==> src/hw/exsq_pkg.sv <==
// exsq_pkg: constants and types shared by the exception sequencer
package exsq_pkg;
  // widths
  localparam int unsigned ADDR_W = 20;
  localparam int unsigned WORD_W = 16;
  localparam int unsigned VEC_W = 8;
  localparam int unsigned BANK_W = 4;
  // vector table
  localparam int unsigned TABLE_BYTES = 512;
  localparam int unsigned RST_WORDS = 4;
  localparam int unsigned N_PREDEF = 52;
  localparam int unsigned N_USER = 200;
  localparam logic [11:0] TABLE_BANK_HI = 12'h000;
  localparam logic [ADDR_W-1:0] RST_ADDR_BANK = 20'h00000;
  localparam logic [ADDR_W-1:0] RST_ADDR_PC = 20'h00002;
  localparam logic [ADDR_W-1:0] RST_ADDR_SP = 20'h00004;
  localparam logic [ADDR_W-1:0] RST_ADDR_IZ = 20'h00006;
  // vector numbers
  localparam logic [VEC_W-1:0] VEC_BKPT = 8'h04;
  localparam logic [VEC_W-1:0] VEC_BUS_ERR = 8'h05;
  localparam logic [VEC_W-1:0] VEC_SWI = 8'h06;
  localparam logic [VEC_W-1:0] VEC_ILLEGAL = 8'h07;
  localparam logic [VEC_W-1:0] VEC_DIV0 = 8'h08;
  localparam logic [VEC_W-1:0] VEC_UNINIT = 8'h0f;
  localparam logic [VEC_W-1:0] VEC_SPURIOUS = 8'h18;
  localparam logic [VEC_W-1:0] VEC_AUTO_BASE = 8'h10;
  localparam logic [VEC_W-1:0] VEC_AUTO_L1 = 8'h11;
  localparam logic [VEC_W-1:0] VEC_AUTO_L7 = 8'h17;
  localparam logic [VEC_W-1:0] VEC_USER_FIRST = 8'h38;
  // return address adjustments
  localparam logic [ADDR_W-1:0] RET_ASYNC_ADJ = 20'h00000;
  localparam logic [ADDR_W-1:0] RET_SYNC_ADJ = 20'h00002;
  localparam logic [ADDR_W-1:0] RTI_ADJ = 20'h00006;
  localparam logic [ADDR_W-1:0] HANDLER_PIPE_ADJ = 20'h00006;
  localparam logic [WORD_W-1:0] STACK_STEP = 16'h0002;
  // reset word 0 field positions
  localparam int unsigned ZK_LSB = 8;
  localparam int unsigned SK_LSB = 4;
  localparam int unsigned PK_LSB = 0;
  // tracking codes, active low pairs {track_1, track_0}
  localparam logic [1:0] TRK_NULL = 2'h3;
  localparam logic PH_ONE = 1'b0;
  localparam logic PH_TWO = 1'b1;
  // sequencer states
  typedef enum logic [9:0] {
    S_RST = 10'h001,
    S_IDLE = 10'h002,
    S_PUSH_PC = 10'h004,
    S_PUSH_CCR = 10'h008,
    S_FETCH = 10'h010,
    S_FIRST = 10'h020,
    S_POP_CCR = 10'h040,
    S_POP_PC = 10'h080,
    S_DEBUG = 10'h100,
    S_LOAD = 10'h200
  } exsq_state_t;
endpackage : exsq_pkg

==> src/hw/exsq_top.sv <==
// exsq_top: exception sequencer with pipeline tracking outputs
// Functional notes
// - vector table sits in the lowest 512 bytes of bank zero
// - normal vectors are one data-space word; reset vector is four program words
// - table address is the 8-bit vector number shifted left once
// - reset words 0000-0006: bank extensions, pc, stack pointer, direct page index
// - vectors 4-8 fixed faults, F uninitialized, 18 spurious
// - 11-17 autovector levels one to seven; 38-FF user interrupts
// - 52 predefined or reserved slots and 200 user slots
// - pc and condition codes pushed at stack bank and stack pointer
// - four phases: select, stack and clear bank, vector, load pc
// - non-reset handlers entered with program bank cleared
// - interrupts, bus error, breakpoint, reset async; traps and faults sync
// - async processing starts at the first instruction boundary
// - async stacked address is next instruction plus six; the code stacks pkpc_in unchanged (RET_ASYNC_ADJ is zero)
// - sync stacked address is current address plus two
// - sync handler first instruction runs before interrupts are sampled
// - async beats sync; pending ones served highest first
// - first handler instruction runs before any further exception except a pending bus error or breakpoint
// - bus error or breakpoint during processing nests before handler runs
// - return pops frame, restores state, subtracts six from address
// - reset loads stack pointer and pushes no frame
// - two tracking pins, two phases; phase one start/fetch codes
// - active low; phase two invalid, advance, exception, null
// - both phases fit in one two-clock bus cycle for capture
// - breakpoint taken after instruction completes; tracking null in debug
module exsq_top
  import exsq_pkg::*;
#(
  parameter int unsigned PREDEF_SLOTS = N_PREDEF,
  parameter int unsigned USER_SLOTS = N_USER
) (
  // clock and reset
  input wire logic clk_in,
  input wire logic rst_in,
  // core status
  input wire logic boundary_in,
  input wire logic [ADDR_W-1:0] pkpc_in,
  input wire logic [WORD_W-1:0] ccr_in,
  input wire logic debug_en_in,
  input wire logic debug_go_in,
  // exception sources
  input wire logic bus_err_in,
  input wire logic bkpt_in,
  input wire logic [2:0] irq_level_in,
  input wire logic irq_autovec_in,
  input wire logic irq_spurious_in,
  input wire logic irq_uninit_in,
  input wire logic [VEC_W-1:0] irq_vector_in,
  input wire logic swi_in,
  input wire logic debug_entry_instr_in,
  input wire logic illegal_in,
  input wire logic div0_in,
  input wire logic rti_in,
  // memory port
  output logic mem_req_out,
  output logic mem_we_out,
  output logic mem_prog_out,
  output logic [ADDR_W-1:0] mem_addr_out,
  output logic [WORD_W-1:0] mem_wdata_out,
  input wire logic [WORD_W-1:0] mem_rdata_in,
  input wire logic mem_ack_in,
  // register loads towards the core
  output logic pc_load_out,
  output logic [WORD_W-1:0] pc_val_out,
  output logic [BANK_W-1:0] program_bank_ext_out,
  output logic ccr_load_out,
  output logic [WORD_W-1:0] condition_code_reg_out,
  output logic [WORD_W-1:0] sp_out,
  output logic [BANK_W-1:0] stack_bank_ext_out,
  output logic [BANK_W-1:0] z_index_bank_ext_out,
  output logic [WORD_W-1:0] direct_page_index_out,
  output logic debug_mode_out,
  output logic irq_ack_out,
  // pipeline tracking
  input wire logic pipe_start_in,
  input wire logic pipe_fetch_in,
  input wire logic pipe_advance_in,
  input wire logic pipe_exception_in,
  input wire logic pipe_invalid_in,
  output logic pipe_track_0_out,
  output logic pipe_track_1_out,
  output logic pipe_phase_out
);

  // slot count must cover the table exactly
  if (PREDEF_SLOTS + USER_SLOTS + RST_WORDS != TABLE_BYTES / 2) begin : g_bad_slots
    $error("vector slot counts do not fill the table");
  end

  exsq_state_t st_q, st_d;
  logic [1:0] idx_q, idx_d;
  logic [VEC_W-1:0] vec_q, vec_d;
  logic [ADDR_W-1:0] ret_q, ret_d;
  logic [WORD_W-1:0] sp_q, sp_d, iz_q, iz_d, ccr_q, ccr_d, pc_q, pc_d;
  logic [BANK_W-1:0] sk_q, sk_d, zk_q, zk_d, pk_q, pk_d;
  logic [ADDR_W-1:0] addr_q, addr_d;
  logic [WORD_W-1:0] wdata_q, wdata_d;
  logic pcld_q, pcld_d, ccrld_q, ccrld_d, iack_q, iack_d;
  logic berr_pend_q, berr_pend_d, bkpt_pend_q, bkpt_pend_d;
  logic start_exc;
  logic sel_valid, sel_sync, sel_debug, sel_irq;
  logic [VEC_W-1:0] sel_vec;
  logic [ADDR_W-1:0] rti_addr;

  // priority select: bus error, breakpoint, interrupt, then synchronous
  always_comb begin
    sel_valid = 1'b1;
    sel_sync = 1'b0;
    sel_debug = 1'b0;
    sel_irq = 1'b0;
    sel_vec = VEC_BUS_ERR;
    if (berr_pend_q || bus_err_in) begin
      sel_vec = VEC_BUS_ERR;
    end else if (bkpt_pend_q || bkpt_in) begin
      sel_vec = VEC_BKPT;
      sel_debug = debug_en_in;
    end else if (irq_level_in != 3'h0) begin
      sel_irq = 1'b1;
      if (irq_spurious_in) begin
        sel_vec = VEC_SPURIOUS;
      end else if (irq_uninit_in) begin
        sel_vec = VEC_UNINIT;
      end else if (irq_autovec_in) begin
        sel_vec = VEC_AUTO_BASE | {5'h00, irq_level_in};
      end else begin
        sel_vec = irq_vector_in;
      end
    end else if (swi_in) begin
      sel_sync = 1'b1;
      sel_vec = VEC_SWI;
    end else if (debug_entry_instr_in) begin
      sel_sync = 1'b1;
      sel_debug = debug_en_in;
      sel_vec = VEC_ILLEGAL;
    end else if (illegal_in) begin
      sel_sync = 1'b1;
      sel_vec = VEC_ILLEGAL;
    end else if (div0_in) begin
      sel_sync = 1'b1;
      sel_vec = VEC_DIV0;
    end else begin
      sel_valid = 1'b0;
    end
  end

  assign rti_addr = {ccr_q[BANK_W-1:0], mem_rdata_in} - RTI_ADJ;

  // sequencer next state
  always_comb begin
    st_d = st_q;
    idx_d = idx_q;
    vec_d = vec_q;
    ret_d = ret_q;
    sp_d = sp_q;
    iz_d = iz_q;
    ccr_d = ccr_q;
    pc_d = pc_q;
    sk_d = sk_q;
    zk_d = zk_q;
    pk_d = pk_q;
    addr_d = addr_q;
    wdata_d = wdata_q;
    pcld_d = 1'b0;
    ccrld_d = 1'b0;
    iack_d = 1'b0;
    start_exc = 1'b0;
    // sticky pending; in S_LOAD a new event wins over the clear, in S_IDLE the clear wins
    berr_pend_d = berr_pend_q || bus_err_in;
    bkpt_pend_d = bkpt_pend_q || bkpt_in;
    unique case (st_q)
      S_RST: begin
        if (mem_ack_in) begin
          unique case (idx_q)
            2'h0: begin
              zk_d = mem_rdata_in[ZK_LSB +: BANK_W];
              sk_d = mem_rdata_in[SK_LSB +: BANK_W];
              pk_d = mem_rdata_in[PK_LSB +: BANK_W];
              addr_d = RST_ADDR_PC;
            end
            2'h1: begin
              pc_d = mem_rdata_in;
              addr_d = RST_ADDR_SP;
            end
            2'h2: begin
              sp_d = mem_rdata_in;
              addr_d = RST_ADDR_IZ;
            end
            2'h3: begin
              iz_d = mem_rdata_in;
              pcld_d = 1'b1;
              st_d = S_IDLE; // no frame pushed for reset
            end
          endcase
          idx_d = idx_q + 2'h1;
        end
      end
      S_IDLE: begin
        if (boundary_in && sel_valid) begin
          // only the taken event is consumed; a lower one stays pending
          if (berr_pend_q || bus_err_in) begin
            berr_pend_d = 1'b0;
          end else begin
            bkpt_pend_d = 1'b0;
          end
          if (sel_debug) begin
            st_d = S_DEBUG;
          end else begin
            start_exc = 1'b1;
            iack_d = sel_irq;
            vec_d = sel_vec;
            ret_d = sel_sync ? pkpc_in + RET_SYNC_ADJ : pkpc_in + RET_ASYNC_ADJ;
            addr_d = {sk_q, sp_q};
            wdata_d = sel_sync ? pc_plus_sync(pkpc_in) : pkpc_in[WORD_W-1:0];
            st_d = S_PUSH_PC;
          end
        end else if (boundary_in && rti_in) begin
          addr_d = {sk_q, sp_q + STACK_STEP};
          sp_d = sp_q + STACK_STEP;
          st_d = S_POP_CCR;
        end
      end
      S_PUSH_PC: begin
        if (mem_ack_in) begin
          sp_d = sp_q - STACK_STEP;
          addr_d = {sk_q, sp_q - STACK_STEP};
          wdata_d = {ccr_in[WORD_W-1:BANK_W], ret_q[ADDR_W-1:WORD_W]};
          st_d = S_PUSH_CCR;
        end
      end
      S_PUSH_CCR: begin
        if (mem_ack_in) begin
          sp_d = sp_q - STACK_STEP;
          pk_d = {BANK_W{1'b0}};
          addr_d = {TABLE_BANK_HI, vec_q};
          addr_d = {addr_d[ADDR_W-2:0], 1'b0};
          st_d = S_FETCH;
        end
      end
      S_FETCH: begin
        if (mem_ack_in) begin
          pc_d = mem_rdata_in;
          pk_d = {BANK_W{1'b0}};
          pcld_d = 1'b1;
          st_d = S_LOAD;
        end
      end
      S_LOAD: begin
        if (berr_pend_q || bkpt_pend_q) begin
          // a new event in this cycle wins over the clear
          if (berr_pend_q) begin
            berr_pend_d = bus_err_in;
          end else begin
            bkpt_pend_d = bkpt_in;
          end
          if (!berr_pend_q && debug_en_in) begin
            st_d = S_DEBUG;
          end else begin
            start_exc = 1'b1;
            vec_d = berr_pend_q ? VEC_BUS_ERR : VEC_BKPT;
            ret_d = handler_pc_ret(pc_q);
            addr_d = {sk_q, sp_q};
            wdata_d = ret_word(pc_q);
            st_d = S_PUSH_PC;
          end
        end else begin
          st_d = S_FIRST;
        end
      end
      S_FIRST: begin
        if (boundary_in) begin
          st_d = S_IDLE;
        end
      end
      S_POP_CCR: begin
        if (mem_ack_in) begin
          ccr_d = mem_rdata_in;
          sp_d = sp_q + STACK_STEP;
          addr_d = {sk_q, sp_q + STACK_STEP};
          st_d = S_POP_PC;
        end
      end
      S_POP_PC: begin
        if (mem_ack_in) begin
          pc_d = rti_addr[WORD_W-1:0];
          pk_d = rti_addr[ADDR_W-1:WORD_W];
          pcld_d = 1'b1;
          ccrld_d = 1'b1;
          st_d = S_IDLE;
        end
      end
      S_DEBUG: begin
        if (debug_go_in) begin
          st_d = S_IDLE;
        end
      end
      default: begin
        st_d = S_IDLE;
      end
    endcase
  end

  // stacked low word for a synchronous trap
  function automatic logic [WORD_W-1:0] pc_plus_sync(input logic [ADDR_W-1:0] a);
    logic [ADDR_W-1:0] s;
    s = a + RET_SYNC_ADJ;
    return s[WORD_W-1:0];
  endfunction

  // return address of a nested fault: the handler's first instruction
  function automatic logic [ADDR_W-1:0] handler_pc_ret(input logic [WORD_W-1:0] p);
    return {{BANK_W{1'b0}}, p} + HANDLER_PIPE_ADJ;
  endfunction

  function automatic logic [WORD_W-1:0] ret_word(input logic [WORD_W-1:0] p);
    logic [ADDR_W-1:0] s;
    s = handler_pc_ret(p);
    return s[WORD_W-1:0];
  endfunction

  // sequencer registers
  always_ff @(posedge clk_in or posedge rst_in) begin
    if (rst_in) begin
      st_q <= S_RST;
      idx_q <= 2'h0;
      vec_q <= 8'h00;
      ret_q <= 20'h00000;
      sp_q <= 16'h0000;
      iz_q <= 16'h0000;
      ccr_q <= 16'h0000;
      pc_q <= 16'h0000;
      sk_q <= 4'h0;
      zk_q <= 4'h0;
      pk_q <= 4'h0;
      addr_q <= RST_ADDR_BANK;
      wdata_q <= 16'h0000;
      pcld_q <= 1'b0;
      ccrld_q <= 1'b0;
      iack_q <= 1'b0;
      berr_pend_q <= 1'b0;
      bkpt_pend_q <= 1'b0;
    end else begin
      st_q <= st_d;
      idx_q <= idx_d;
      vec_q <= vec_d;
      ret_q <= ret_d;
      sp_q <= sp_d;
      iz_q <= iz_d;
      ccr_q <= ccr_d;
      pc_q <= pc_d;
      sk_q <= sk_d;
      zk_q <= zk_d;
      pk_q <= pk_d;
      addr_q <= addr_d;
      wdata_q <= wdata_d;
      pcld_q <= pcld_d;
      ccrld_q <= ccrld_d;
      iack_q <= iack_d;
      berr_pend_q <= berr_pend_d;
      bkpt_pend_q <= bkpt_pend_d;
    end
  end

  // memory and core-side outputs
  assign mem_req_out = (st_q == S_RST) || (st_q == S_PUSH_PC) || (st_q == S_PUSH_CCR) ||
                       (st_q == S_FETCH) || (st_q == S_POP_CCR) || (st_q == S_POP_PC);
  assign mem_we_out = (st_q == S_PUSH_PC) || (st_q == S_PUSH_CCR);
  assign mem_prog_out = (st_q == S_RST);
  assign mem_addr_out = addr_q;
  assign mem_wdata_out = wdata_q;
  assign pc_load_out = pcld_q;
  assign pc_val_out = pc_q;
  assign program_bank_ext_out = pk_q;
  assign ccr_load_out = ccrld_q;
  assign condition_code_reg_out = ccr_q;
  assign sp_out = sp_q;
  assign stack_bank_ext_out = sk_q;
  assign z_index_bank_ext_out = zk_q;
  assign direct_page_index_out = iz_q;
  assign debug_mode_out = (st_q == S_DEBUG);
  assign irq_ack_out = iack_q;

  // tracking: sticky events, reported once in their phase
  logic ph_q, ph_d, t0_q, t0_d, t1_q, t1_d;
  logic stp_q, stp_d, ftp_q, ftp_d, adp_q, adp_d, exp_q, exp_d, inp_q, inp_d;
  logic st_set, ft_set, ad_set, ex_set, in_set;

  always_comb begin
    st_set = stp_q || pipe_start_in;
    ft_set = ftp_q || pipe_fetch_in;
    ad_set = adp_q || pipe_advance_in;
    ex_set = exp_q || pipe_exception_in || start_exc;
    in_set = inp_q || pipe_invalid_in;
    ph_d = ~ph_q;
    stp_d = st_set;
    ftp_d = ft_set;
    adp_d = ad_set;
    exp_d = ex_set;
    inp_d = in_set;
    if (st_q == S_DEBUG || st_d == S_DEBUG) begin
      {t1_d, t0_d} = TRK_NULL;
    end else if (ph_d == PH_ONE) begin
      {t1_d, t0_d} = {~ft_set, ~st_set};
      stp_d = 1'b0;
      ftp_d = 1'b0;
    end else begin
      // one report per slot: invalid, then exception, then advance
      if (in_set) begin
        {t1_d, t0_d} = 2'h0;
        adp_d = 1'b0;
        exp_d = 1'b0;
      end else if (ex_set) begin
        {t1_d, t0_d} = 2'h2;
        exp_d = 1'b0; // a pending advance waits for the next slot
      end else begin
        {t1_d, t0_d} = {~ad_set, 1'b1};
        adp_d = 1'b0;
      end
      inp_d = 1'b0;
    end
  end

  always_ff @(posedge clk_in or posedge rst_in) begin
    if (rst_in) begin
      ph_q <= PH_TWO;
      t0_q <= 1'b1;
      t1_q <= 1'b1;
      stp_q <= 1'b0;
      ftp_q <= 1'b0;
      adp_q <= 1'b0;
      exp_q <= 1'b0;
      inp_q <= 1'b0;
    end else begin
      ph_q <= ph_d;
      t0_q <= t0_d;
      t1_q <= t1_d;
      stp_q <= stp_d;
      ftp_q <= ftp_d;
      adp_q <= adp_d;
      exp_q <= exp_d;
      inp_q <= inp_d;
    end
  end

  assign pipe_track_0_out = t0_q;
  assign pipe_track_1_out = t1_q;
  assign pipe_phase_out = ph_q;
endmodule : exsq_top

==> config.mk <==
export PLATFORM = sky130hd
export DESIGN_NAME = exsq_top
export DESIGN_NICKNAME = d
export VERILOG_FILES = /design/src/hw/exsq_pkg.sv /design/src/hw/exsq_top.sv
export SDC_FILE = /design/constraint.sdc
export NUM_CORES = 1
export LEC_CHECK = 0
export ABC_AREA = 1
export BUFFER_PORTS_ARGS = -buffer_cell sky130_fd_sc_hd__buf_2
export CAP_MARGIN = 20
export CORE_UTILIZATION = 30
export CTS_CLUSTER_DIAMETER = 60
export DETAILED_ROUTE_END_ITERATION = 6
export GPL_TIMING_DRIVEN = 0
export HOLD_SLACK_MARGIN = 0.05
export PLACE_DENSITY = 0.54
export RECOVER_POWER = 25
export SLEW_MARGIN = 20
export SYNTH_ARGS = -nofsm -noshare
export SYNTH_HDL_FRONTEND = slang
export SYNTH_SLANG_ARGS = --single-unit
==> constraint.sdc <==
create_clock -name clk_in -period 14.1 [get_ports clk_in]
set_input_delay 1.41 -clock clk_in [delete_from_list [all_inputs] [get_ports clk_in]]
set_output_delay 1.41 -clock clk_in [all_outputs]
set_load 0.05 [all_outputs]
* After elaboration in Yosys (flattened, before gate mapping)
Cells that the tools add are included.
W data, S select, Z words.
** Word-level totals
- Word-level logic and storage cells :: 243
- Output and inout bits :: 122
- Memory bits (writable) :: 0
- Bits in latches :: 0
- Input bits :: 84
- Flip-flop bits (word level) :: 165
- ROM bits :: 0
- Memories :: 0
** Operators by class
- Equality and inequality tests :: 34
- Reductions and logical operators :: 41
- Bitwise operators :: 4
- Shift-type cells :: 0
- Divide/modulo/power cells :: 0
- Multiplexer cells :: 132
- Add/sub/neg operators :: 6
- Multipliers :: 0
- $lt $le $gt $ge :: 0
** Operator list (number)
- $mux W20 :: 14
- $mux W16 :: 16
- $mux W10 :: 12
- $pmux W20 S6 :: 1
- $pmux W10 S10 :: 1
- $pmux W16 S3 :: 2
- $mux W8 :: 10
- $pmux W16 S4 :: 1
- $pmux W20 S3 :: 1
- $mux W1 :: 57
- $pmux W20 S2 :: 1
- $mux W4 :: 8
- $ne A2 B2 Y1 const B :: 11
- $add A20 B2 Y20 const B :: 1
- $eq A10 B9 Y1 const B :: 2
- $sub A20 B3 Y20 const B :: 1
- $mux W9 :: 2
- $add A16 B3 Y17 const B :: 1
- $add A16 B2 Y16 const B :: 1
- $logic_or A1 B1 Y1 :: 16
- $pmux W8 S2 :: 1
- $sub A16 B2 Y16 const B :: 1
- $reduce_and A5 Y1 :: 3
- $ne A2 B1 Y1 const B :: 6
- 30 further kinds :: 47

* Longest topological paths before layout
Gate-level depths: netlist (run 1).
- Depth after elaboration :: 15
- Mapped depth :: 14
- Depth with buffers taken out :: 13

* Least setup slack after synthesis (run 1)
OpenSTA, ideal clock, no wires.
- Kind :: reg2out
- Start :: register st_q[5]
- End :: output port mem_req_out
- Required time :: 12690 ps
- Arrival time :: 1478 ps
- Stages on the path, launching flop included :: 8
- Slack :: 11212 ps
- Buffers on the path :: 0
- Cells stage by stage :: dfrtp_1 > nor2_4 > nand2_4 > inv_4 > nand3_4 > nand2_2 > nor2_1 > nand3_1
** On the way
- Cells in the longest elaborated chain, start to end :: 6
- Elaborated cells between the ends (all ways) :: 11
- Those cells by class :: 6 x eq/ne; 5 x reduce/logical
** Ends and longest elaborated chain
- from (decl) :: line exsq_top.sv:91 : exsq_state_t st_q, st_d;
- from (signal assigned) :: line exsq_top.sv:343 : st_q <= st_d;
- $eq A10 B1 Y1 / $eq A10 B3 Y1 (equally long branches) :: line exsq_top.sv:365 : assign mem_req_out = (st_q == S_RST) || (st_q == S_PUSH_PC) || (st_q == S_PUSH_CCR) ||
- $logic_or A1 B1 Y1 (3 in series) :: line exsq_top.sv:365
- $logic_or A1 B1 Y1 :: line exsq_top.sv:366 : (st_q == S_FETCH) || (st_q == S_POP_CCR) || (st_q == S_POP_PC);
- $logic_or A1 B1 Y1 (*) :: line exsq_top.sv:366
- to (decl) :: line exsq_top.sv:56 : output logic mem_req_out,
Mark *: on every way between the ends. The rest lies on a longest branch, timed or not.

==> flow_metrics.env, run 1 <==
export IMPL_status="finished, violations left"
export IMPL_violations="capacitance limit, slew limit"
export IMPL_holdPathEnd="mem_addr_out[9]"
export IMPL_synthDistinctLibCells=44
export IMPL_whs_ns=0.4688
export IMPL_ff_latch_area_um2=3734
export IMPL_synth_top_family_by_area="simple AND/OR/NAND/NOR gates"
export IMPL_clk_latency_ns=0.46
export IMPL_yosys_area_top_type="dfrtp_1"
export IMPL_synth_avg_cell_area_um2=6.463
export IMPL_slew_violations=152
export IMPL_clock_skew_ns=0.01730
export IMPL_utilization=0.3727
export IMPL_hold_viol=0
export IMPL_grt_antenna_before_repair=4
export IMPL_seqPwrFrac=0.257
export IMPL_post_route_period_util=0.5260
export IMPL_hp_class="register to register"
export IMPL_setup_tns_ns=0
export IMPL_die_height_um=185.8
export IMPL_ys_warnings_count=0
export IMPL_area_growth_pct=20.80
export IMPL_die_w_um=185.8
export IMPL_worst_pin_slew_ns=5.070
export IMPL_p_per_area_nw_per_um2=188.4
export IMPL_cts_buffer_depth=2
export IMPL_path_class="input port to async pin"
export IMPL_grt_pass1_vias=10491
export IMPL_netlist_top_cells_area="dfrtp_1, nand2_1, nand3_1, nor2_1, inv_1"
export IMPL_intPower_w=0.001082
export IMPL_drive_gt1_frac=0.1714
export IMPL_rr_worst_depth=9
export IMPL_synth_fa_ha_area_frac=0.01234
export IMPL_power_frac_comb=0.549
export IMPL_synth_top_area_frac=0.3578
export IMPL_wl_per_cell_um=17.31
export IMPL_p_leak_nw=6.569
export IMPL_tritoncts="yes"
export IMPL_cts_resized=0
export IMPL_drc=0
export IMPL_multiInputGateArea_um2=5565
export IMPL_maxCapViolCount=2
export IMPL_cp_required_ns=13.44
export IMPL_swShare=0.5312
export IMPL_start_kind="input port"
export IMPL_cts_made_buffers=17
export IMPL_start_util=0.3085
export IMPL_path_clk_slew_ns=0.06
export IMPL_cts_sinks=149
export IMPL_pwr_share_clk=0.194
export IMPL_cp_data_arrival_time_ns=6.75
export IMPL_synth_compound_area_share=0.09168
export IMPL_place_congestion=0.8737
export IMPL_wirelength_um=38870
export IMPL_ys_seq_area_frac=0.3682
export IMPL_r2r_slack_ns=11.62
export IMPL_fmax_ghz=0.1348
export IMPL_cts_hold_buf=0
export IMPL_hp_start="mem_addr_out[9]"
export IMPL_track_usage=0.2299
export IMPL_setup_viol=0
export IMPL_fin_crit_ns=7.417
export IMPL_critPathMaxFanout=89
export IMPL_core_um2=32870
export IMPL_io_pins=206
export IMPL_place_hpwl_um=30360
export IMPL_io_buffer_count=201
export IMPL_end_kind="async pin"
export IMPL_rows=66
export IMPL_grt_ovfl_total=0
export IMPL_synth_simple_gate_area_share=0.4179
export IMPL_antenna_left=0
export IMPL_synthCells=1569
export IMPL_synthXorXnorAreaFrac=0.02764
export IMPL_htree_levels=4
export IMPL_total_power_w=0.002308
export IMPL_relSlewSlack=-2.380
export IMPL_reg2reg_from="st_q[5]"
export IMPL_hold_depth=2
export IMPL_synthMuxAreaShare=0
export IMPL_first_iter_violations=980
export IMPL_postCtsSetupRepairBufs=0
export IMPL_fillCellCount=3691
export IMPL_grt_pass1_wl_um=59530
export IMPL_ys_ff_latch=149
export IMPL_syn_cell_area_um2=10140
export IMPL_vdd_drop_max_mv=0.09896
export IMPL_routed_via_count=10932
export IMPL_die_area_um2=34540
export IMPL_grt_max_degree=90
export IMPL_vias_per_cell=4.867
export IMPL_dr_pass1_iters=5
export IMPL_cts_root_buf="clkbuf_16"
export IMPL_timing_rr_end="direct_page_index_out[11]"
export IMPL_fin_nets=1884
export IMPL_rsz0062_at_grt="false"
export IMPL_synth_net_count=1663
export IMPL_p_sw_w=0.001226
power groups by stage:
stage / clock [W] / sequential [W] / combinational [W]
5_1_grt: 0.000474 / 0.000606 / 0.00139
6_report: 0.000447 / 0.000593 / 0.00127
2_1_floorplan: 0 / 0.000841 / 0.000653
4_1_cts: 0.000457 / 0.000594 / 0.00127
3_5_place_dp: 0 / 0.000600 / 0.00127
3_3_place_gp: 0 / 0.000600 / 0.00126
cells in the mapped netlist, drive strengths merged:
cell type  instances
o22ai              2
nor3              13
o21bai             3
nand3b             4
a31o               1
nand3            136
a22oi              2
clkbuf            20
inv              154
a22o               1
xor2              27
o21ai            112
clkinv             4
nor3b              2
nand4             24
a21oi             32
xnor2              5
or2                2
ha                10
dfrtp            145
o211ai            14
buf               25
nand2            633
dfstp              4
a31oi              2
a41oi              1
nor2             190
a211oi             1
critical path, cell delays in order:
cell        delay [ns]
clkbuf_1          0.08
clkinvlp_2        1.51
clkbuf_1          3.63
placed cells by master, fill, tap and decap left out, types with 16 or more instances in the layout:
cell,synthesis,final
inv_1,144,143
nand2_1,617,617
buf_2,16,215
xor2_1,27,27
clkbuf_1,20,24
o21ai_1,16,16
nand3_1,132,132
nor2_1,174,175
o21ai_0,95,95
nand4_1,24,24
clkbuf_16,0,17
a21oi_1,31,31
dfrtp_1,145,145
registers in the layout (all words and copies together), names as in the netlist, 8 cells and up:
signal                  count
direct_page_index_out      16
mem_addr_out               20
sp_out                     16
pc_val_out                 16
vec_q                       8
mem_wdata_out              16
st_q                       10
condition_code_reg_out     16
kinds of logic after synthesis:
logic type | count (synthesis)
simple gates | 1004
buf+inv | 203
compound gates | 171
flops | 149
xor+xnor | 32
fa+ha+maj | 10
metrics by stage:
| step | area [um2] | std cells | worst slack (ns) |
|---|---|---|---|
| after detailed placement | 11730 | 2213 | 10.55 |
| after global placement | 11700 | 2212 | 6.505 |
| after CTS | 12290 | 2245 | 10.29 |
| final | 12250 | 2246 | 6.683 |
| after global routing | 12250 | 2245 | 5.239 |
| after floorplan | 10140 | 1569 | 8.689 |
metal layers:
| layer | track usage | vias up | wire length [um] |
|---|---|---|---|
| met5 | 0 | - | 23 |
| met4 | 0.07311 | 4 | 891 |
| met3 | 0.04754 | 64 | 2821 |
| met2 | 0.3543 | 371 | 16940 |
| met1 | 0.3193 | 5082 | 18190 |
| li1 | - | 5411 | - |
worst max path at each step:
stage | from | depth (start not counted) | slack, ns | endpoint
after floorplan | rst_in | 1 | 8.69 | adp_q
after global placement | rst_in | 2 | 6.50 | sp_out[15]
after detailed placement | irq_level_in[0] | 11 | 10.55 | st_q[2]
after CTS | st_q[5] | 8 | 10.29 | mem_req_out
after global routing | rst_in | 3 | 5.24 | mem_addr_out[9]
final | rst_in | 3 | 6.68 | mem_addr_out[9]
area by class of cell:
cell class,count,area share
clock inverters,13,0.008989
diodes,1,0.0002043
inverters,158,0.04872
well taps,442,0.04515
clock buffers,19,0.03616
multi-input cells,1217,0.4543
flip-flops and latches,149,0.3048
plain buffers,45,0.01941
repair buffers,202,0.08223
Power figures use the tool's default switching activity.
==> run 2, diff against run 1 <==
--- a/config.mk
+++ b/config.mk
@@ -13,7 +13,7 @@
 export DETAILED_ROUTE_END_ITERATION = 6
 export GPL_TIMING_DRIVEN = 0
 export HOLD_SLACK_MARGIN = 0.05
-export PLACE_DENSITY = 0.54
+export PLACE_DENSITY = 0.56
 export RECOVER_POWER = 25
 export SLEW_MARGIN = 20
 export SYNTH_ARGS = -nofsm -noshare
==> constraint.sdc (replaced) <==
create_clock -name clk_in -period 6.8 [get_ports clk_in]
set_input_delay 0.68 -clock clk_in [delete_from_list [all_inputs] [get_ports clk_in]]
set_output_delay 0.68 -clock clk_in [all_outputs]
set_load 0.05 [all_outputs]
==> flow_metrics.env, run 2 (same netlist as run 1, synthesis figures left out) <==
export IMPL_vias_per_cell=4.866
export IMPL_grt_ovfl_total=0
export IMPL_cts_made_buffers=17
export IMPL_utilization=0.3736
export IMPL_tritoncts="yes"
export IMPL_p_leak_nw=6.590
export IMPL_place_congestion=0.8924
export IMPL_io_pins=206
export IMPL_setup_viol=0
export IMPL_grt_pass1_vias=10221
export IMPL_grt_pass1_wl_um=59400
export IMPL_relSlewSlack=-1.460
export IMPL_status="finished, violations left"
export IMPL_p_per_area_nw_per_um2=390.9
export IMPL_post_route_period_util=0.4538
export IMPL_start_util=0.3085
export IMPL_wirelength_um=39080
export IMPL_clk_latency_ns=0.46
export IMPL_grt_antenna_before_repair=1
export IMPL_fillCellCount=3733
export IMPL_end_kind="primary output"
export IMPL_layout_common_cells="nand2_1, buf_2, nor2_1"
export IMPL_drc=0
export IMPL_largest_reg_flops=20
export IMPL_critPathMaxFanout=8
export IMPL_core_um2=32870
export IMPL_postCtsSetupRepairBufs=0
export IMPL_rows=66
export IMPL_fin_crit_ns=3.086
export IMPL_reg2reg_from="st_q[5]"
export IMPL_maxCapViolCount=1
export IMPL_cp_required_ns=6.12
export IMPL_multiInputGateArea_um2=5573
export IMPL_vdd_drop_max_mv=0.2145
export IMPL_cts_sinks=149
export IMPL_routed_via_count=10925
export IMPL_timing_rr_end="mem_addr_out[12]"
export IMPL_area_growth_pct=21.11
export IMPL_rr_worst_depth=12
export IMPL_io_buffer_count=201
export IMPL_fin_area_um2=12280
export IMPL_start_kind="register"
export IMPL_ff_latch_area_um2=3734
export IMPL_hp_class="register to register"
export IMPL_clock_skew_ns=0.01487
export IMPL_startpoint="st_q[5]"
export IMPL_place_hpwl_um=30650
export IMPL_die_w_um=185.8
export IMPL_violations="capacitance limit, slew limit"
export IMPL_hold_viol=0
export IMPL_die_height_um=185.8
export IMPL_worst_slack_ns=3.714
export IMPL_path_clk_slew_ns=0.06
export IMPL_fmax_ghz=0.3240
export IMPL_crit_end="mem_req_out"
export IMPL_cts_buffer_depth=2
export IMPL_cts_resized=0
export IMPL_drive_gt1_frac=0.1742
export IMPL_die_area_um2=34540
export IMPL_place_area_um2=11730
export IMPL_cts_root_buf="clkbuf_16"
export IMPL_wl_per_cell_um=17.41
export IMPL_track_usage=0.2302
export IMPL_cp_data_arrival_time_ns=2.41
export IMPL_n_antenna_cell=0
export IMPL_rsz0062_at_grt="false"
export IMPL_final_common_cell="nand2_1"
export IMPL_path_class="register to primary output"
export IMPL_cts_hold_buf=0
export IMPL_dr_pass1_iters=6
export IMPL_preCtsSetupSlack_ns=3.962
export IMPL_r2r_slack_ns=4.25
export IMPL_grt_max_degree=78
export IMPL_worst_pin_slew_ns=3.669
export IMPL_antenna_left=0
export IMPL_htree_levels=4
export IMPL_first_iter_violations=809
export IMPL_slew_violations=77
export IMPL_fin_nets=1884
-- run 2: power breakdown --
part           switching, W  leakage, nW  internal [W]  total, W
Combinational       0.00196         4.38      0.000669   0.00263
Clock              0.000450        0.272      0.000486  0.000936
Sequential         0.000141         1.94       0.00109   0.00123
Total               0.00256         6.59       0.00224   0.00480
-- run 2: layer usage --
metal	GRT usage	vias up	part of all wire
met1	0.3215	5087	0.48
li1	-	5436	-
met3	0.04578	44	0.064
met5	0	-	0.00026
met2	0.3600	356	0.44
met4	0.06000	2	0.018
-- run 2: worst min path at each step --
| stage | depth (start not counted) | from | end | slack (ns) |
|---|---|---|---|---|
| 2_1_floorplan | 2 | ret_q[18] | ret_q[18] | 0.45 |
| 3_3_place_gp | 2 | program_bank_ext_out[0] | program_bank_ext_out[0] | 0.46 |
| 3_5_place_dp | 2 | mem_wdata_out[2] | mem_wdata_out[2] | 0.46 |
| 4_1_cts | 2 | rst_in | ccr_load_out | 0.31 |
| 5_1_grt | 3 | pipe_advance_in | adp_q | 0.49 |
| 6_report | 2 | mem_wdata_out[2] | mem_wdata_out[2] | 0.47 |
-- run 2: worst max-delay path, cell delays in order (launching register included) --
cell and delay [ns]:
dfrtp_1 0.45, nor2_4 0.22, nand2_4 0.11, inv_4 0.11, nand3_2 0.17, nand2_2 0.29
nor2_1 0.14, nand3_1 0.16, buf_2 0.30
-- run 2: area by class of cell --
class,count,area share
Sequential cell,149,0.3040
Buffer,45,0.01936
Timing Repair Buffer,202,0.08416
Multi-Input combinational cell,1217,0.4538
Tap cell,442,0.04503
Clock inverter,14,0.009272
Inverter,158,0.04860
Clock buffer,18,0.03576
-- run 2: stage by stage --
stage / setup TNS, ns / cells / hold slack (ns) / power (W)
final: 0 / 2245 / 0.4668 / 0.004800
after global routing: 0 / 2245 / 0.4893 / 0.005129
after CTS: 0 / 2245 / 0.3139 / 0.004823
after detailed placement: 0 / 2213 / 0.4564 / 0.003874
after global placement: -2.792 / 2212 / 0.4571 / 0.003857
after floorplan: 0 / 1569 / 0.4492 / 0.003098
==> run 3, diff against run 2 <==
--- a/config.mk
+++ b/config.mk
@@ -5,7 +5,7 @@
 export SDC_FILE = /design/constraint.sdc
 export NUM_CORES = 1
 export LEC_CHECK = 0
-export ABC_AREA = 1
+export ABC_AREA = 0
 export BUFFER_PORTS_ARGS = -buffer_cell sky130_fd_sc_hd__buf_2
 export CAP_MARGIN = 20
 export CORE_UTILIZATION = 30
==> constraint.sdc (replaced) <==
create_clock -name clk_in -period 2.5 [get_ports clk_in]
set_input_delay 0.25 -clock clk_in [delete_from_list [all_inputs] [get_ports clk_in]]
set_output_delay 0.25 -clock clk_in [all_outputs]
set_load 0.05 [all_outputs]
==> flow_metrics.env, run 3 <==
export IMPL_status="finished, violations left"
export IMPL_violations="setup timing"
export IMPL_cts_made_buffers=17
export IMPL_p_sw_w=0.007280
export IMPL_vdd_drop_max_mv=0.5476
export IMPL_cp_required_ns=2.25
export IMPL_die_height_um=173.5
export IMPL_worst_slack_ns=-0.2783
export IMPL_core_um2=28860
export IMPL_grt_pass1_vias=8507
export IMPL_seqPwrFrac=0.232
export IMPL_final_common_cell="buf_2"
export IMPL_end_kind="primary output"
export IMPL_pwr_share_clk=0.169
export IMPL_maxCapViolCount=0
export IMPL_wl_per_cell_um=20.37
export IMPL_synth_most_common_cell="dfrtp_1"
export IMPL_hold_viol=0
export IMPL_cp_data_arrival_time_ns=2.53
export IMPL_grt_max_degree=33
export IMPL_io_pins=206
export IMPL_ys_seq_area_frac=0.4230
export IMPL_synthCells=949
export IMPL_fillCellCount=2855
export IMPL_stdcell_count=1642
export IMPL_placed_cells=1534
export IMPL_fmax_ghz=0.3599
export IMPL_io_buffer_count=196
export IMPL_place_hpwl_um=23890
export IMPL_slew_violations=0
export IMPL_critPathMaxFanout=4
export IMPL_netlist_top_cells_area="dfrtp_1, mux2_2, o21ai_0, nand2_1, xnor2_1"
export IMPL_p_leak_nw=5.898
export IMPL_cts_sinks=149
export IMPL_hp_class="input port to register"
export IMPL_fin_area_um2=12920
export IMPL_place_congestion=0.8980
export IMPL_post_route_period_util=1.111
export IMPL_hp_start="pipe_start_in"
export IMPL_largest_reg_flops=20
export IMPL_die_w_um=173.5
export IMPL_routed_via_count=8859
export IMPL_preCtsSetupSlack_ns=-0.8929
export IMPL_reg2reg_from="st_q[6]"
export IMPL_synth_avg_cell_area_um2=9.302
export IMPL_cts_root_buf="clkbuf_16"
export IMPL_synth_edf_count=0
export IMPL_clk_latency_ns=0.43
export IMPL_ys_async_sr_fraction=1.000
export IMPL_start_util=0.3059
export IMPL_rows=62
export IMPL_swShare=0.4716
export IMPL_syn_cell_area_um2=8827
export IMPL_area_growth_pct=46.38
export IMPL_worst_pin_slew_ns=1.347
export IMPL_cts_buffer_depth=2
export IMPL_yosys_area_top_type="dfrtp_1"
export IMPL_p_per_area_nw_per_um2=1195
export IMPL_first_iter_violations=780
export IMPL_relSlewSlack=0.1020
export IMPL_ys_warnings_count=0
export IMPL_start_kind="register"
export IMPL_htree_levels=4
export IMPL_netlist_top_cells_count="dfrtp_1, nand2_1, o21ai_0"
export IMPL_intPower_w=0.008158
export IMPL_synth_main_ff_cell="dfrtp_1"
export IMPL_drc=0
export IMPL_startpoint="st_q[8]"
export IMPL_rsz0062_at_grt="true"
export IMPL_fin_nets=1338
export IMPL_dr_pass1_iters=6
export IMPL_power_frac_comb=0.599
export IMPL_drive_gt1_frac=0.4614
export IMPL_synth_net_count=1043
export IMPL_wirelength_um=33450
export IMPL_vias_per_cell=5.395
export IMPL_path_clk_slew_ns=0.07
export IMPL_ys_ff_latch=149
export IMPL_track_usage=0.2167
export IMPL_synthDistinctLibCells=74
export IMPL_setup_viol=74
export IMPL_clock_skew_ns=0.01629
export IMPL_tritoncts="yes"
export IMPL_fin_crit_ns=2.778
export IMPL_antenna_left=0
export IMPL_grt_pass1_wl_um=50130
export IMPL_total_power_w=0.01544
export IMPL_place_area_um2=10500
export IMPL_synth_top_area_frac=0.4111
export IMPL_path_class="register to primary output"
export IMPL_grt_ovfl_total=0
export IMPL_layout_common_cells="buf_2, dfrtp_1, nand2_1"
export IMPL_grt_antenna_before_repair=1
export IMPL_die_area_um2=30110
[run 3: worst paths after layout]
check,end,slack (ns),cells past startpoint
hold / removal,stp_q,0.08,3
setup / recovery,mem_req_out,-0.28,5
min in group asynchronous,mem_wdata_out[4],0.37,3
hold reg to reg,mem_addr_out[2],0.48,1
setup reg to reg,sp_out[8],-0.25,8
max in group asynchronous,sp_out[1],0.31,5
[run 3: repair_timing]
item	in CTS	in global routing
pin swaps	49	49
endpoints found under the setup margin	131	108
buffers inserted	42	34
cloned	4	6
endpoints found under the hold margin	13	0
hold buffers	4	0
resized for setup	183	186
[run 3: power groups by stage]
stage               Combinational [W]  Clock, W  Sequential [W]
floorplan                     0.00307         0         0.00505
global placement              0.00645         0         0.00350
detailed placement            0.00648         0         0.00352
CTS                           0.00812   0.00267         0.00351
global route                  0.00971   0.00276         0.00365
finish                        0.00925   0.00261         0.00358
[run 3: cells by family (layout without fill, tap and decap cells)]
logic type	Yosys count	in the layout	share of synthesized area
other	0	1	0
flip-flops	149	149	0.4230
AND/OR/NAND/NOR	338	338	0.1952
multiplexers	63	63	0.07966
adder cells (fa/ha/maj)	10	10	0.01417
XOR/XNOR	62	62	0.06152
AO/OA/AOI/OAI	243	243	0.1879
buffers and inverters	84	392	0.03855
[run 3: per-layer routing]
metal | vias up | global-route usage | routed length (um) | part of all wire
met2 | 348 | 0.3400 | 15640 | 0.47
met3 | 25 | 0.04671 | 2154 | 0.064
li1 | 4106 | - | - | -
met4 | 0 | 0.05973 | 463 | 0.014
met5 | - | 0 | 0 | 0
met1 | 4380 | 0.2999 | 15200 | 0.45
[run 3: final cells by class]
type / instances / area (um2) / share of cell area
diodes: 1 / 2.502 / 0.0001937
multi-input cells: 716 / 5645 / 0.4369
repair buffers: 285 / 1963 / 0.1519
plain buffers: 52 / 407.9 / 0.03157
inverters: 23 / 91.34 / 0.007069
clock buffers: 21 / 470.5 / 0.03641
clock inverters: 11 / 116.4 / 0.009006
well taps: 384 / 480.5 / 0.03718
flip-flops and latches: 149 / 3744 / 0.2897
[run 3: stage by stage]
| step | hold slack, ns | setup TNS [ns] | utilization |
|---|---|---|---|
| 2_1_floorplan | 0.3391 | -0.8454 | - |
| 3_3_place_gp | 0.4569 | -164.21 | 0.3602 |
| 3_5_place_dp | 0.2389 | -56.42 | 0.3637 |
| 4_1_cts | 0.05917 | -8.232 | 0.4201 |
| 5_1_grt | 0.06940 | -14.41 | 0.4477 |
| 6_report | 0.07674 | -10.01 | 0.4478 |
[run 3: critical path, stage by stage, from the launching register on]
cell and delay (ns):
dfrtp_2 0.45, or4_4 0.51, or4b_4 0.56, a21o_1 0.19, nand4_1 0.20, buf_6 0.20
